## config.mk

```make
export PLATFORM = sky130hd
export DESIGN_NAME = serial_flash_command_sequencer
export DESIGN_NICKNAME = d
export VERILOG_FILES = /design/src/rtl/serial_flash_command_sequencer.v /design/src/rtl/spi_byte_engine.v
export VERILOG_INCLUDE_DIRS = /design/src /design/src/rtl
export SDC_FILE = /design/constraint.sdc
export NUM_CORES = 1
export LEC_CHECK = 0
export BUFFER_PORTS_ARGS = -buffer_cell sky130_fd_sc_hd__buf_2
export CAP_MARGIN = 5
export CORE_UTILIZATION = 50
export DETAILED_ROUTE_END_ITERATION = 10
export PLACE_DENSITY_LB_ADDON = 0.08
export SYNTH_ARGS = -nofsm -noshare
export SYNTH_HDL_FRONTEND = slang
export SYNTH_HIERARCHICAL = 1
export SYNTH_SLANG_ARGS = --single-unit
```

## constraint.sdc

```tcl
create_clock -name clk_sys -period 2.8 [get_ports clk_sys]
set_clock_uncertainty 0.1 [all_clocks]
set_input_delay 0.14 -clock clk_sys [delete_from_list [all_inputs] [get_ports clk_sys]]
set_output_delay 0.14 -clock clk_sys [all_outputs]
set_load 0.03 [all_outputs]
```

## src/rtl/flash_seq_map.vh

```
// Constants for the serial flash command sequencer
`ifndef FLASH_SEQ_MAP_VH
`define FLASH_SEQ_MAP_VH

`define OPC_IDENT        8'h9F
`define OPC_STATUS       8'h05
`define OPC_WREN         8'h06
`define OPC_CHIP_ERASE   8'hC7
`define OPC_READ         8'h03
`define OPC_PROGRAM      8'h02
`define OPC_SECTOR_ERASE 8'h20
`define OPC_PARAM_TABLE  8'h5A

`define CMD_IDENT        3'h0
`define CMD_STATUS       3'h1
`define CMD_READ         3'h2
`define CMD_PROGRAM      3'h3
`define CMD_SECTOR_ERASE 3'h4
`define CMD_CHIP_ERASE   3'h5
`define CMD_PARAM_TABLE  3'h6

`define STAT_BUSY_BIT    0
`define STAT_WEL_BIT     1
`define ID_BYTES         16'h0003
`define PAGE_MAX_BYTES   16'h00FF
`define SECTOR_MASK      24'hFFF000
`define BLOCK_SHIFT      12
`define MAX_FILES        8'h80
`define MAX_FILE_BYTES   25'h1000000
`define SECURE_MIN_BLKS  14'h0002

`define SCLK_HALF_CYCLES 4
`define CS_GAP_CYCLES    8'h04

`endif

```

## src/rtl/serial_flash_command_sequencer.v

```verilog
// Command sequencer and storage manager for the external serial flash
`default_nettype none
`include "flash_seq_map.vh"

module serial_flash_command_sequencer #(
	parameter LEN_W = 16
) (
	input  wire             clk_sys,
	input  wire             sys_rst,
	input  wire             cmd_valid,
	output wire             cmd_ready,
	input  wire [2:0]       cmd_op,
	input  wire [23:0]      cmd_addr,
	input  wire [LEN_W-1:0] cmd_len,
	input  wire             cmd_raw,
	output reg              cmd_done,
	output reg              cmd_error,
	input  wire [7:0]       wr_data,
	input  wire             wr_valid,
	output wire             wr_ready,
	output reg  [7:0]       rd_data,
	output reg              rd_valid,
	output reg  [7:0]       status_byte,
	output reg  [23:0]      ident,
	input  wire             fmt_valid,
	input  wire [24:0]      fmt_size,
	output reg  [24:0]      fs_size,
	input  wire             alloc_valid,
	input  wire [24:0]      alloc_bytes,
	input  wire             alloc_secure,
	input  wire             free_valid,
	output reg              alloc_ok,
	output reg              alloc_error,
	output reg  [13:0]      alloc_blocks,
	output reg  [7:0]       file_count,
	output wire             flash_sclk,
	output reg              flash_cs_n,
	output wire             flash_mosi,
	input  wire             flash_miso
);
	localparam [3:0] S_IDLE  = 4'h0;
	localparam [3:0] S_WREN  = 4'h1;
	localparam [3:0] S_PCMD  = 4'h2;
	localparam [3:0] S_PRD   = 4'h3;
	localparam [3:0] S_GAP   = 4'h4;
	localparam [3:0] S_OP    = 4'h5;
	localparam [3:0] S_ADDR  = 4'h6;
	localparam [3:0] S_DUMMY = 4'h7;
	localparam [3:0] S_DATA  = 4'h8;

	reg  [3:0]       state_q;
	reg  [3:0]       next_q;
	reg  [2:0]       op_q;
	reg  [23:0]      addr_q;
	reg  [LEN_W-1:0] cnt_q;
	reg  [1:0]       idx_q;
	reg  [7:0]       gap_q;
	reg              wait_q;
	reg              poll_wel_q;
	reg              finish_q;
	reg  [7:0]       tx_byte;
	reg  [7:0]       opcode;
	reg              sending;
	wire             eng_busy;
	wire             eng_done;
	wire [7:0]       eng_rx;
	wire             eng_start;
	wire             is_prog;
	wire             needs_wren;
	wire             touches_array;
	wire             raw_blocked;
	wire             len_bad;
	wire             poll_ok;
	wire [12:0]      blk_raw;
	wire [13:0]      blk_plain;
	wire [13:0]      blk_secure;

	spi_byte_engine #(
		.HALF(`SCLK_HALF_CYCLES)
	) u_engine (
		.clk_sys (clk_sys),
		.sys_rst (sys_rst),
		.start   (eng_start),
		.tx_byte (tx_byte),
		.busy    (eng_busy),
		.done    (eng_done),
		.rx_byte (eng_rx),
		.sclk    (flash_sclk),
		.mosi    (flash_mosi),
		.miso    (flash_miso)
	);

	assign cmd_ready = (state_q == S_IDLE);
	assign is_prog   = (op_q == `CMD_PROGRAM);
	assign needs_wren = (cmd_op == `CMD_PROGRAM) ||
		(cmd_op == `CMD_SECTOR_ERASE) ||
		(cmd_op == `CMD_CHIP_ERASE);
	assign touches_array = (cmd_op == `CMD_READ) || needs_wren;
	// Raw path may only reach flash above the file-system area
	assign raw_blocked = cmd_raw && touches_array &&
		(fs_size != 25'h0000000) &&
		(({1'b0, cmd_addr} < fs_size) ||
		(cmd_op == `CMD_CHIP_ERASE));
	assign len_bad = (cmd_op == `CMD_PROGRAM) &&
		((cmd_len == {LEN_W{1'b0}}) ||
		(cmd_len > `PAGE_MAX_BYTES));
	// Status polled for write enable, else for busy clear
	assign poll_ok = poll_wel_q ? eng_rx[`STAT_WEL_BIT] :
		!eng_rx[`STAT_BUSY_BIT];

	// Program bytes stall the sequence until the source offers one
	assign eng_start = sending && !wait_q && !eng_busy &&
		!(state_q == S_DATA && is_prog && !wr_valid);
	assign wr_ready = eng_start && (state_q == S_DATA) && is_prog;

	always @* begin
		case (op_q)
		`CMD_IDENT:        opcode = `OPC_IDENT;
		`CMD_STATUS:       opcode = `OPC_STATUS;
		`CMD_READ:         opcode = `OPC_READ;
		`CMD_PROGRAM:      opcode = `OPC_PROGRAM;
		`CMD_SECTOR_ERASE: opcode = `OPC_SECTOR_ERASE;
		`CMD_CHIP_ERASE:   opcode = `OPC_CHIP_ERASE;
		`CMD_PARAM_TABLE:  opcode = `OPC_PARAM_TABLE;
		default:           opcode = `OPC_STATUS;
		endcase
	end

	always @* begin
		sending = 1'b1;
		case (state_q)
		S_WREN:  tx_byte = `OPC_WREN;
		S_PCMD:  tx_byte = `OPC_STATUS;
		S_OP:    tx_byte = opcode;
		S_ADDR: begin
			case (idx_q)
			2'h2:    tx_byte = addr_q[23:16];
			2'h1:    tx_byte = addr_q[15:8];
			default: tx_byte = addr_q[7:0];
			endcase
		end
		S_DATA:  tx_byte = is_prog ? wr_data : 8'h00;
		S_PRD, S_DUMMY: tx_byte = 8'h00;
		default: begin
			tx_byte = 8'h00;
			sending = 1'b0;
		end
		endcase
	end

	always @(posedge clk_sys) begin
		if (sys_rst) begin
			state_q     <= S_IDLE;
			next_q      <= S_IDLE;
			op_q        <= `CMD_STATUS;
			addr_q      <= 24'h000000;
			cnt_q       <= {LEN_W{1'b0}};
			idx_q       <= 2'h0;
			gap_q       <= 8'h00;
			wait_q      <= 1'b0;
			poll_wel_q  <= 1'b0;
			finish_q    <= 1'b0;
			flash_cs_n  <= 1'b1;
			cmd_done    <= 1'b0;
			cmd_error   <= 1'b0;
			rd_data     <= 8'h00;
			rd_valid    <= 1'b0;
			status_byte <= 8'h00;
			ident       <= 24'h000000;
		end else begin
			cmd_done  <= 1'b0;
			cmd_error <= 1'b0;
			rd_valid  <= 1'b0;
			if (eng_start)
				wait_q <= 1'b1;
			else if (eng_done)
				wait_q <= 1'b0;
			case (state_q)
			S_IDLE: begin
				if (cmd_valid) begin
					if (len_bad || raw_blocked || cmd_op > `CMD_PARAM_TABLE) begin
						cmd_error <= 1'b1;
					end else begin
						op_q       <= cmd_op;
						// Erase always takes a whole sector
						addr_q     <= (cmd_op == `CMD_SECTOR_ERASE) ?
							(cmd_addr & `SECTOR_MASK) : cmd_addr;
						cnt_q      <= cmd_len;
						idx_q      <= 2'h2;
						poll_wel_q <= needs_wren;
						flash_cs_n <= 1'b0;
						state_q    <= needs_wren ? S_WREN : S_OP;
					end
				end
			end
			S_WREN: begin
				if (eng_done) begin
					flash_cs_n <= 1'b1;
					gap_q      <= 8'h00;
					next_q     <= S_PCMD;
					state_q    <= S_GAP;
				end
			end
			S_PCMD: begin
				if (eng_done)
					state_q <= S_PRD;
			end
			S_PRD: begin
				if (eng_done) begin
					status_byte <= eng_rx;
					flash_cs_n  <= 1'b1;
					gap_q       <= 8'h00;
					state_q     <= S_GAP;
					if (!poll_ok) begin
						next_q <= S_PCMD;
					end else if (poll_wel_q) begin
						poll_wel_q <= 1'b0;
						next_q     <= S_OP;
					end else begin
						next_q   <= S_IDLE;
						finish_q <= 1'b1;
					end
				end
			end
			S_GAP: begin
				// Chip select stays high a minimum time between commands
				if (gap_q == `CS_GAP_CYCLES) begin
					state_q <= next_q;
					if (next_q == S_IDLE) begin
						cmd_done <= finish_q;
						finish_q <= 1'b0;
					end else begin
						flash_cs_n <= 1'b0;
					end
				end else begin
					gap_q <= gap_q + 8'h01;
				end
			end
			S_OP: begin
				if (eng_done) begin
					case (op_q)
					`CMD_IDENT: begin
						cnt_q   <= `ID_BYTES;
						state_q <= S_DATA;
					end
					`CMD_STATUS: begin
						cnt_q   <= {{(LEN_W-1){1'b0}}, 1'b1};
						state_q <= S_DATA;
					end
					`CMD_CHIP_ERASE: begin
						flash_cs_n <= 1'b1;
						gap_q      <= 8'h00;
						next_q     <= S_PCMD;
						state_q    <= S_GAP;
					end
					default: state_q <= S_ADDR;
					endcase
				end
			end
			S_ADDR: begin
				if (eng_done) begin
					if (idx_q != 2'h0) begin
						idx_q <= idx_q - 2'h1;
					end else if (op_q == `CMD_SECTOR_ERASE) begin
						flash_cs_n <= 1'b1;
						gap_q      <= 8'h00;
						next_q     <= S_PCMD;
						state_q    <= S_GAP;
					end else if (op_q == `CMD_PARAM_TABLE) begin
						state_q <= S_DUMMY;
					end else if (cnt_q == {LEN_W{1'b0}}) begin
						flash_cs_n <= 1'b1;
						gap_q      <= 8'h00;
						next_q     <= S_IDLE;
						finish_q   <= 1'b1;
						state_q    <= S_GAP;
					end else begin
						state_q <= S_DATA;
					end
				end
			end
			S_DUMMY: begin
				if (eng_done)
					state_q <= (cnt_q == {LEN_W{1'b0}}) ? S_GAP : S_DATA;
				if (eng_done && cnt_q == {LEN_W{1'b0}}) begin
					flash_cs_n <= 1'b1;
					gap_q      <= 8'h00;
					next_q     <= S_IDLE;
					finish_q   <= 1'b1;
				end
			end
			S_DATA: begin
				if (eng_done) begin
					cnt_q <= cnt_q - {{(LEN_W-1){1'b0}}, 1'b1};
					if (!is_prog) begin
						rd_data  <= eng_rx;
						rd_valid <= 1'b1;
					end
					if (op_q == `CMD_IDENT)
						ident <= {ident[15:0], eng_rx};
					if (op_q == `CMD_STATUS)
						status_byte <= eng_rx;
					if (cnt_q == {{(LEN_W-1){1'b0}}, 1'b1}) begin
						flash_cs_n <= 1'b1;
						gap_q      <= 8'h00;
						state_q    <= S_GAP;
						if (is_prog) begin
							next_q <= S_PCMD;
						end else begin
							next_q   <= S_IDLE;
							finish_q <= 1'b1;
						end
					end
				end
			end
			default: begin
				state_q    <= S_IDLE;
				flash_cs_n <= 1'b1;
			end
			endcase
		end
	end

	// Space accounting for the file system
	assign blk_raw = alloc_bytes[24:12] +
		{12'h000, (alloc_bytes[11:0] != 12'h000)};
	assign blk_plain  = (blk_raw == 13'h0000) ? 14'h0001 : {1'b0, blk_raw};
	assign blk_secure = ({blk_plain[12:0], 1'b0} < `SECURE_MIN_BLKS) ?
		`SECURE_MIN_BLKS : {blk_plain[12:0], 1'b0};

	always @(posedge clk_sys) begin
		if (sys_rst) begin
			fs_size      <= 25'h0000000;
			alloc_ok     <= 1'b0;
			alloc_error  <= 1'b0;
			alloc_blocks <= 14'h0000;
			file_count   <= 8'h00;
		end else begin
			alloc_ok    <= 1'b0;
			alloc_error <= 1'b0;
			// Only the size is set; the area always starts at zero
			if (fmt_valid) begin
				fs_size    <= fmt_size;
				file_count <= 8'h00;
			end else if (alloc_valid) begin
				if (file_count >= `MAX_FILES ||
					alloc_bytes > `MAX_FILE_BYTES) begin
					alloc_error <= 1'b1;
				end else begin
					alloc_ok     <= 1'b1;
					file_count   <= file_count + 8'h01;
					alloc_blocks <= alloc_secure ? blk_secure : blk_plain;
				end
			end else if (free_valid && file_count != 8'h00) begin
				file_count <= file_count - 8'h01;
			end
		end
	end
endmodule
`default_nettype wire

```

## src/rtl/spi_byte_engine.v

```verilog
// One-byte SPI mode 0 shifter with input synchroniser
`default_nettype none
`include "flash_seq_map.vh"

module spi_byte_engine #(
	parameter HALF = `SCLK_HALF_CYCLES
) (
	input  wire       clk_sys,
	input  wire       sys_rst,
	input  wire       start,
	input  wire [7:0] tx_byte,
	output wire       busy,
	output reg        done,
	output reg  [7:0] rx_byte,
	output reg        sclk,
	output wire       mosi,
	input  wire       miso
);
	localparam integer HALF_M1  = HALF - 1;
	localparam [7:0]   HALF_END = HALF_M1[7:0];

	reg       busy_q;
	reg [2:0] bit_q;
	reg [7:0] cnt_q;
	reg [7:0] sh_q;
	reg [7:0] rx_q;
	reg       miso_m_q;
	reg       miso_s_q;

	assign busy = busy_q;
	assign mosi = sh_q[7];

	always @(posedge clk_sys) begin
		if (sys_rst) begin
			busy_q   <= 1'b0;
			bit_q    <= 3'h0;
			cnt_q    <= 8'h00;
			sh_q     <= 8'h00;
			rx_q     <= 8'h00;
			rx_byte  <= 8'h00;
			done     <= 1'b0;
			sclk     <= 1'b0;
			miso_m_q <= 1'b0;
			miso_s_q <= 1'b0;
		end else begin
			done     <= 1'b0;
			miso_m_q <= miso;
			miso_s_q <= miso_m_q;
			if (!busy_q) begin
				if (start) begin
					busy_q <= 1'b1;
					sh_q   <= tx_byte;
					bit_q  <= 3'h7;
					cnt_q  <= 8'h00;
				end
			end else if (cnt_q == HALF_END) begin
				cnt_q <= 8'h00;
				if (!sclk) begin
					// Sample on rising edge, data has had a half period
					sclk <= 1'b1;
					rx_q <= {rx_q[6:0], miso_s_q};
				end else begin
					sclk <= 1'b0;
					sh_q <= {sh_q[6:0], 1'b0};
					if (bit_q == 3'h0) begin
						busy_q  <= 1'b0;
						done    <= 1'b1;
						rx_byte <= rx_q;
					end else begin
						bit_q <= bit_q - 3'h1;
					end
				end
			end else begin
				cnt_q <= cnt_q + 8'h01;
			end
		end
	end
endmodule
`default_nettype wire

```

==> impl_metrics.toml, run 1 <==
[yosys]
syn_area_per_cell_sq_um = 8.07
ys.flop_type = "dfxtp_1"
synthesis.area_sq_um = 10300
synth_cells = 1272
synth_area_leaders = "dfxtp_1, mux2i_1, nand2_1, nor2_1, ha_1"
synth_fp_nets = 1426
synth.yosys.seq_area_share = 0.380
synth-edff-count = 0
synth_area_leader_cell = "dfxtp_1"
ys_types = 74
yosys_warnings = 6
yosys_register_bits = 195
ys_async_sr_fraction = 0
synth_top_area_share = 0.380

[critical_path]
worstSetupStartpointType = "flip-flop"
path_cells = "inv_1 -> ha_1 -> nand4_1 -> a31oi_1 -> a2111oi_2 -> o22ai_2 -> buf_4 -> o2111ai_4 -> clkbuf_16 -> mux2i_1 -> nor2_1"
endpoint_kind = "flip-flop"
path_buf_inv = 3
crit_path_start = "fs_size[14]"
crit_type = "flip-flop to flip-flop"
cp_slowest_stage_delay_ns = 0.41
arrival_ns = 3.05
cp.required_ns = 3.00
crit_path_max_fanout = 5
cp_top_family = "compound AO/OA/AOI/OAI gates"
rr_startpoint = "fs_size[14]"
critPathSlowestCell = "a2111oi_2"

[routing]
detail-route-antenna-nets = 0
routedWlPerCell_microns = 16.7
drt_iter0_markers = 891
dr.pass1.iters = 6
viasPerCell = 5.69
via_count = 10500
drt_wl_total_mm = 30.8
drc = 0

[place]
dpl.cell_count = 1730
pre_cts_ws_ns = -0.0133
hpwl_mm = 20.8
globalplace.congestion = 0.956
port_buffers = 207

[pwr]
max-vdd-ir-drop_v = 0.000408
powerDensity_nw_per_um2 = 676
leakagePower_nw = 5.79
finalPower_mw = 9.10

[grt]
grt_start_max_net_pins = 132
grt_pass1_vias = 9918
grt_overflow = 0
grt_pass1_wl_mm = 49.1
grt_usage = 0.285
antenna_found_initial = 3

[cts]
htreeDepth = 4
clkSlewWorstSetupHoldPaths_ns = 0.08
clk-insertion-delay-late_ns = 0.44
cts.path.max_buffers = 2
cts_tree = "built"
numCtsBuffers = 17
cts-root-buf = "clkbuf_16"
clock_sinks = 195

[status]
status = "finished with violations"
violations = "negative setup slack"

[floorplan]
initial_core_util = 0.509
io_pins = 208
rows = 52
core_area_sq_um = 20200
die_y_microns = 145
dieArea_sq_um = 21100
die_x_microns = 145

[sta]
setup_ws_ns = -0.0560
slew_viol_final = 0
hold_viol = 0
worstMarginPinSlew_ns = 0.796
max_freq_ghz = 0.350
setup_violations = 1
fin_crit_ns = 2.86
finalCritPeriodShare = 1.02
slew_headroom = 0.469

[min_path]
hp-start = "cmd_len[10]"
hp-class = "primary input to flip-flop"

[final_layout]
layout-drive-gt1-share = 0.239
nets = 1712
finish.utilization = 0.668
area_growth_pct = 31.2
finalNonFillerCells = 1843

[run]
drv_cap = 0
state kept, by name, summed over array words and instances, names as in the netlist, 2 cells and up:
name / flops
alloc_blocks: 14
state_q: 4
u_engine/rx_q: 8
op_q: 3
rd_data: 8
idx_q: 2
status_byte: 8
next_q: 2
u_engine/sh_q: 8
fs_size: 25
u_engine/cnt_q: 8
u_engine/bit_q: 3
file_count: 8
gap_q: 8
ident: 24
addr_q: 24
cnt_q: 16
u_engine/rx_byte: 8
worst paths after layout:
| kind | end | slack, ns | cells past startpoint |
|---|---|---|---|
| max | addr_q[17] | -0.06 | 11 |
| min | cnt_q[10] | 0.01 | 3 |
| max reg2reg | addr_q[17] | -0.06 | 11 |
| min reg2reg | alloc_blocks[7] | 0.35 | 2 |
cell usage in the layout, fill, tap and decap left out, types with 6 or more instances in the layout:
cell / count
a211oi_1: 14
a21oi_1: 95
a21oi_2: 6
a22oi_1: 13
a31oi_1: 9
and3_1: 8
buf_2: 206
buf_4: 60
clkbuf_16: 20
dfxtp_1: 185
dfxtp_2: 7
dlygate4sd3_1: 71
ha_1: 36
ha_4: 6
inv_1: 47
mux2i_1: 74
nand2_1: 167
nand2b_1: 13
nand3_1: 52
nand4_1: 17
nor2_1: 154
nor2b_1: 17
nor3_1: 20
nor4_1: 27
o211ai_1: 10
o21ai_0: 59
o221a_2: 8
xnor2_1: 16
xor2_1: 13
per-stage QoR:
stage                     hold slack [ns]  setup TNS (ns)  instance area, sq um
final                              0.0117         -0.0560                 13500
after global routing              0.00918           -2.13                 13500
after CTS                         0.00107        -0.00541                 13200
after detailed placement            0.257         -0.0483                 11800
after global placement              0.257               0                 11800
after floorplan                     0.168               0                 10300
kinds of logic after synthesis:
kind of cell | Yosys count | share of synthesized area
simple gates | 520 | 0.243
compound gates | 282 | 0.175
buf+inv | 124 | 0.0463
flops | 195 | 0.380
fa+ha+maj | 43 | 0.0531
mux | 79 | 0.0775
xor+xnor | 29 | 0.0247
where the power goes:
group	internal [mW]	switching, mW
logic	1.43	1.85
clock network	1.23	1.24
registers	3.06	0.297
routing by layer:
| layer | up-vias | share of wire | GRT usage |
|---|---|---|---|
| met5 | - | 0.00052 | 0 |
| met3 | 60 | 0.065 | 0.0478 |
| met2 | 400 | 0.47 | 0.465 |
| met4 | 2 | 0.024 | 0.113 |
| li1 | 5117 | - | - |
| met1 | 4901 | 0.44 | 0.375 |
cells in the mapped netlist (4+ instances only):
library cell	number
and4_1	5
nor3_1	20
or2_2	4
a211oi_1	16
nand2b_1	13
nand2_1	167
clkbuf_1	61
a31oi_1	9
buf_2	8
nor4b_1	5
mux2_2	4
a22oi_1	13
o21ai_0	60
xor2_1	13
o2111ai_1	4
a2111oi_0	5
nand3b_1	4
and3_1	8
nor2b_1	17
inv_1	47
xnor2_1	16
nor2_1	154
a21oi_1	99
ha_1	42
o32ai_1	8
a32oi_1	5
mux2i_1	75
nand3_1	52
o221a_2	8
o211ai_1	10
nand4_1	17
dfxtp_1	195
buf_1	8
nor4_1	27
what timing repair did:
item	CTS	global route
resized for setup	2	39
cloned	0	4
hold endpoints to repair	59	0
buffers inserted	0	4
endpoints found under the setup margin	7	39
hold buffers	71	0
pin swaps	1	7
worst reg2reg max path: stages (launching register included):
cell,delay [ns]
dfxtp_2,0.36
inv_1,0.05
ha_1,0.30
nand4_1,0.14
a31oi_1,0.07
a2111oi_2,0.41
o22ai_2,0.18
buf_4,0.17
o2111ai_4,0.37
clkbuf_16,0.23
mux2i_1,0.24
nor2_1,0.08
cell type report:
class                      instances  area (sq um)
antenna                            2          5.00
clock buffer                      18           439
clock inverter                    14           159
fill                            1704          6700
inverter                          47           176
multi-input combinational        953          6100
sequential                       195          3920
tap                              270           338
timing repair buffer             344          2330
Note: power is estimated with default switching activity, not from simulation.
==> run 2, diff against run 1 <==
PLACE_DENSITY_LB_ADDON = 0.1   (was 0.08)
==> run 2 against run 1 <==
Register-to-register slack improved by 0.15 ns. Design area rose by 0.16%. Critical path type is now primary input to flip-flop. Largest power group unchanged. Fmax up 4.6%. First-iteration DRC count is 18% lower. Sequential cell count unchanged. Power is 0.90% higher. Count of clock-buffer cells in the layout grew 1. Critical path depth increased by 2. Combinational power barely moved. The flow now finishes without violations. Critical endpoint is now addr_q[3]. Global-route usage down 0.10 points.
==> impl_metrics.toml, run 2 (same netlist as run 1, synthesis figures left out) <==
[min_path]
hp-class = "primary input to flip-flop"

[final_layout]
finish.utilization = 0.669
largest_reg_flops = 25
nFillCells = 1702
nets = 1711
reg_top3 = "fs_size x25, addr_q x24, ident x24"
regMostFlops = "fs_size"
layout_common_cells = "buf_2, dfxtp_1, nand2_1"
layout_commonest_cell = "buf_2"
layout-drive-gt1-share = 0.244
area_growth_pct = 31.4

[sta]
worstMarginPinSlew_ns = 0.792
max_freq_ghz = 0.366
fin_crit_ns = 2.73
setup_violations = 0
finalCritPeriodShare = 0.975
hold_viol = 0
slew_viol_final = 0
slew_headroom = 0.472

[critical_path]
cp.required_ns = 3.02
worstSetupStartpointType = "primary input"
arrival_ns = 2.95
cp_top_family = "buffers and inverters"
path_cells = "dlygate4sd3_1 -> buf_2 -> ha_1 -> and4b_1 -> o2111ai_4 -> or3_4 -> o22ai_4 -> buf_6 -> o2111ai_4 -> buf_4 -> clkbuf_16 -> nand3_1 -> o21ai_0"
crit_type = "primary input to flip-flop"
critPathSlowestCell = "dlygate4sd3_1"
endpoint_kind = "flip-flop"
cp_slowest_stage_delay_ns = 0.55
ff2ff_setup_slack_ns = 0.09
crit_path_max_fanout = 16
critPathMostFrequentCell = "o2111ai_4"
path_buf_inv = 5

[cts]
cts_tree = "built"
cts-root-buf = "clkbuf_16"
numCtsBuffers = 17
clk-insertion-delay-late_ns = 0.44
htreeDepth = 4
clock_sinks = 195
cts.path.max_buffers = 2
clkSlewWorstSetupHoldPaths_ns = 0.07

[routing]
dr.pass1.iters = 8
drt_iter0_markers = 731
via_count = 10300
detail-route-antenna-nets = 0
viasPerCell = 5.62
drt_wl_total_mm = 30.5
routedWlPerCell_microns = 16.6
drc = 0

[floorplan]
core_area_sq_um = 20200
io_pins = 208
dieArea_sq_um = 21100
rows = 52
die_x_microns = 145
die_y_microns = 145
initial_core_util = 0.509

[grt]
grt_start_max_net_pins = 58
antenna_found_initial = 2
grt_usage = 0.284
grt_pass1_vias = 9630
grt_pass1_wl_mm = 48.9
grt_overflow = 0

[pwr]
finalPower_mw = 9.19
leakagePower_nw = 5.79
powerDensity_nw_per_um2 = 681
max-vdd-ir-drop_v = 0.000440

[place]
hpwl_mm = 21.1
port_buffers = 207
globalplace.congestion = 0.945

[run]
drv_cap = 0

[status]
status = "finished clean"
## run 2: changes by cell type in the layout (fill, tap and decap cells not counted), moves of 3 or more
cell,previous run,this run
o32ai_2,3,0
dlygate4sd3_1,71,61
buf_4,60,68
o32ai_1,5,8
buf_6,2,5
mux2_4,0,4
mux2_2,4,0
## run 2: what timing repair did
action / 4_1_cts / 5_1_grt
endpoints found under the hold margin: 61 / 0
gates cloned: 0 / 3
setup buffers: 0 / 3
pin swaps: 0 / 16
resized for setup: 5 / 49
hold buffers: 61 / 0
setup endpoints to repair: 41 / 53
## run 2: final cells by class
type	instances	area [sq um]	share of cell area
Antenna cell	2	5.00	0.000371
Inverter	47	176	0.0131
Clock buffer	19	443	0.0328
Tap cell	270	338	0.0250
Sequential cell	195	3920	0.291
Multi-Input combinational cell	953	6150	0.456
Clock inverter	13	160	0.0119
Timing Repair Buffer	343	2300	0.170
## run 2: worst paths after layout
path	end	startpoint	cells past startpoint
max	addr_q[3]	cmd_addr[20]	13
min	cnt_q[15]	cmd_len[15]	3
max reg2reg	cnt_q[12]	fs_size[12]	9
min reg2reg	cmd_done	finish_q	2
## run 2: worst register-to-register path: cells and delay by family, from the launching register on
| kind | cells | cell delay (ns) |
|---|---|---|
| AOI/OAI and AO/OA | 6 | 1.51 |
| DFF | 1 | 0.34 |
| muxes | 1 | 0.34 |
| adders and majority gates | 1 | 0.23 |
| buffers and inverters | 1 | 0.07 |
## run 2: layer usage
layer	track usage	part of all wire	vias to the layer above
met3	0.0484	0.060	47
met5	0	0	-
met2	0.460	0.47	371
met1	0.385	0.45	4822
li1	-	-	5106
met4	0.0900	0.020	0
## run 2: power breakdown
part	internal, mW	switching [mW]	total, mW
clock	1.31	1.21	2.51
combinational	1.44	1.84	3.28
sequential	3.07	0.328	3.39
## run 2: through the flow
stage	area (sq um)	std cells	TNS [ns]	hold slack [ns]	worst slack, ns
2_1_floorplan	10300	1272	0	0.168	0.0187
3_3_place_gp	11900	1743	-0.147	0.263	-0.0289
3_5_place_dp	11900	1743	-2.89	0.271	-0.157
4_1_cts	13200	1836	-0.0372	0.00285	-0.0372
5_1_grt	13500	1840	-0.0846	0.0182	-0.0307
6_report	13500	1842	0	0.0100	0.0696
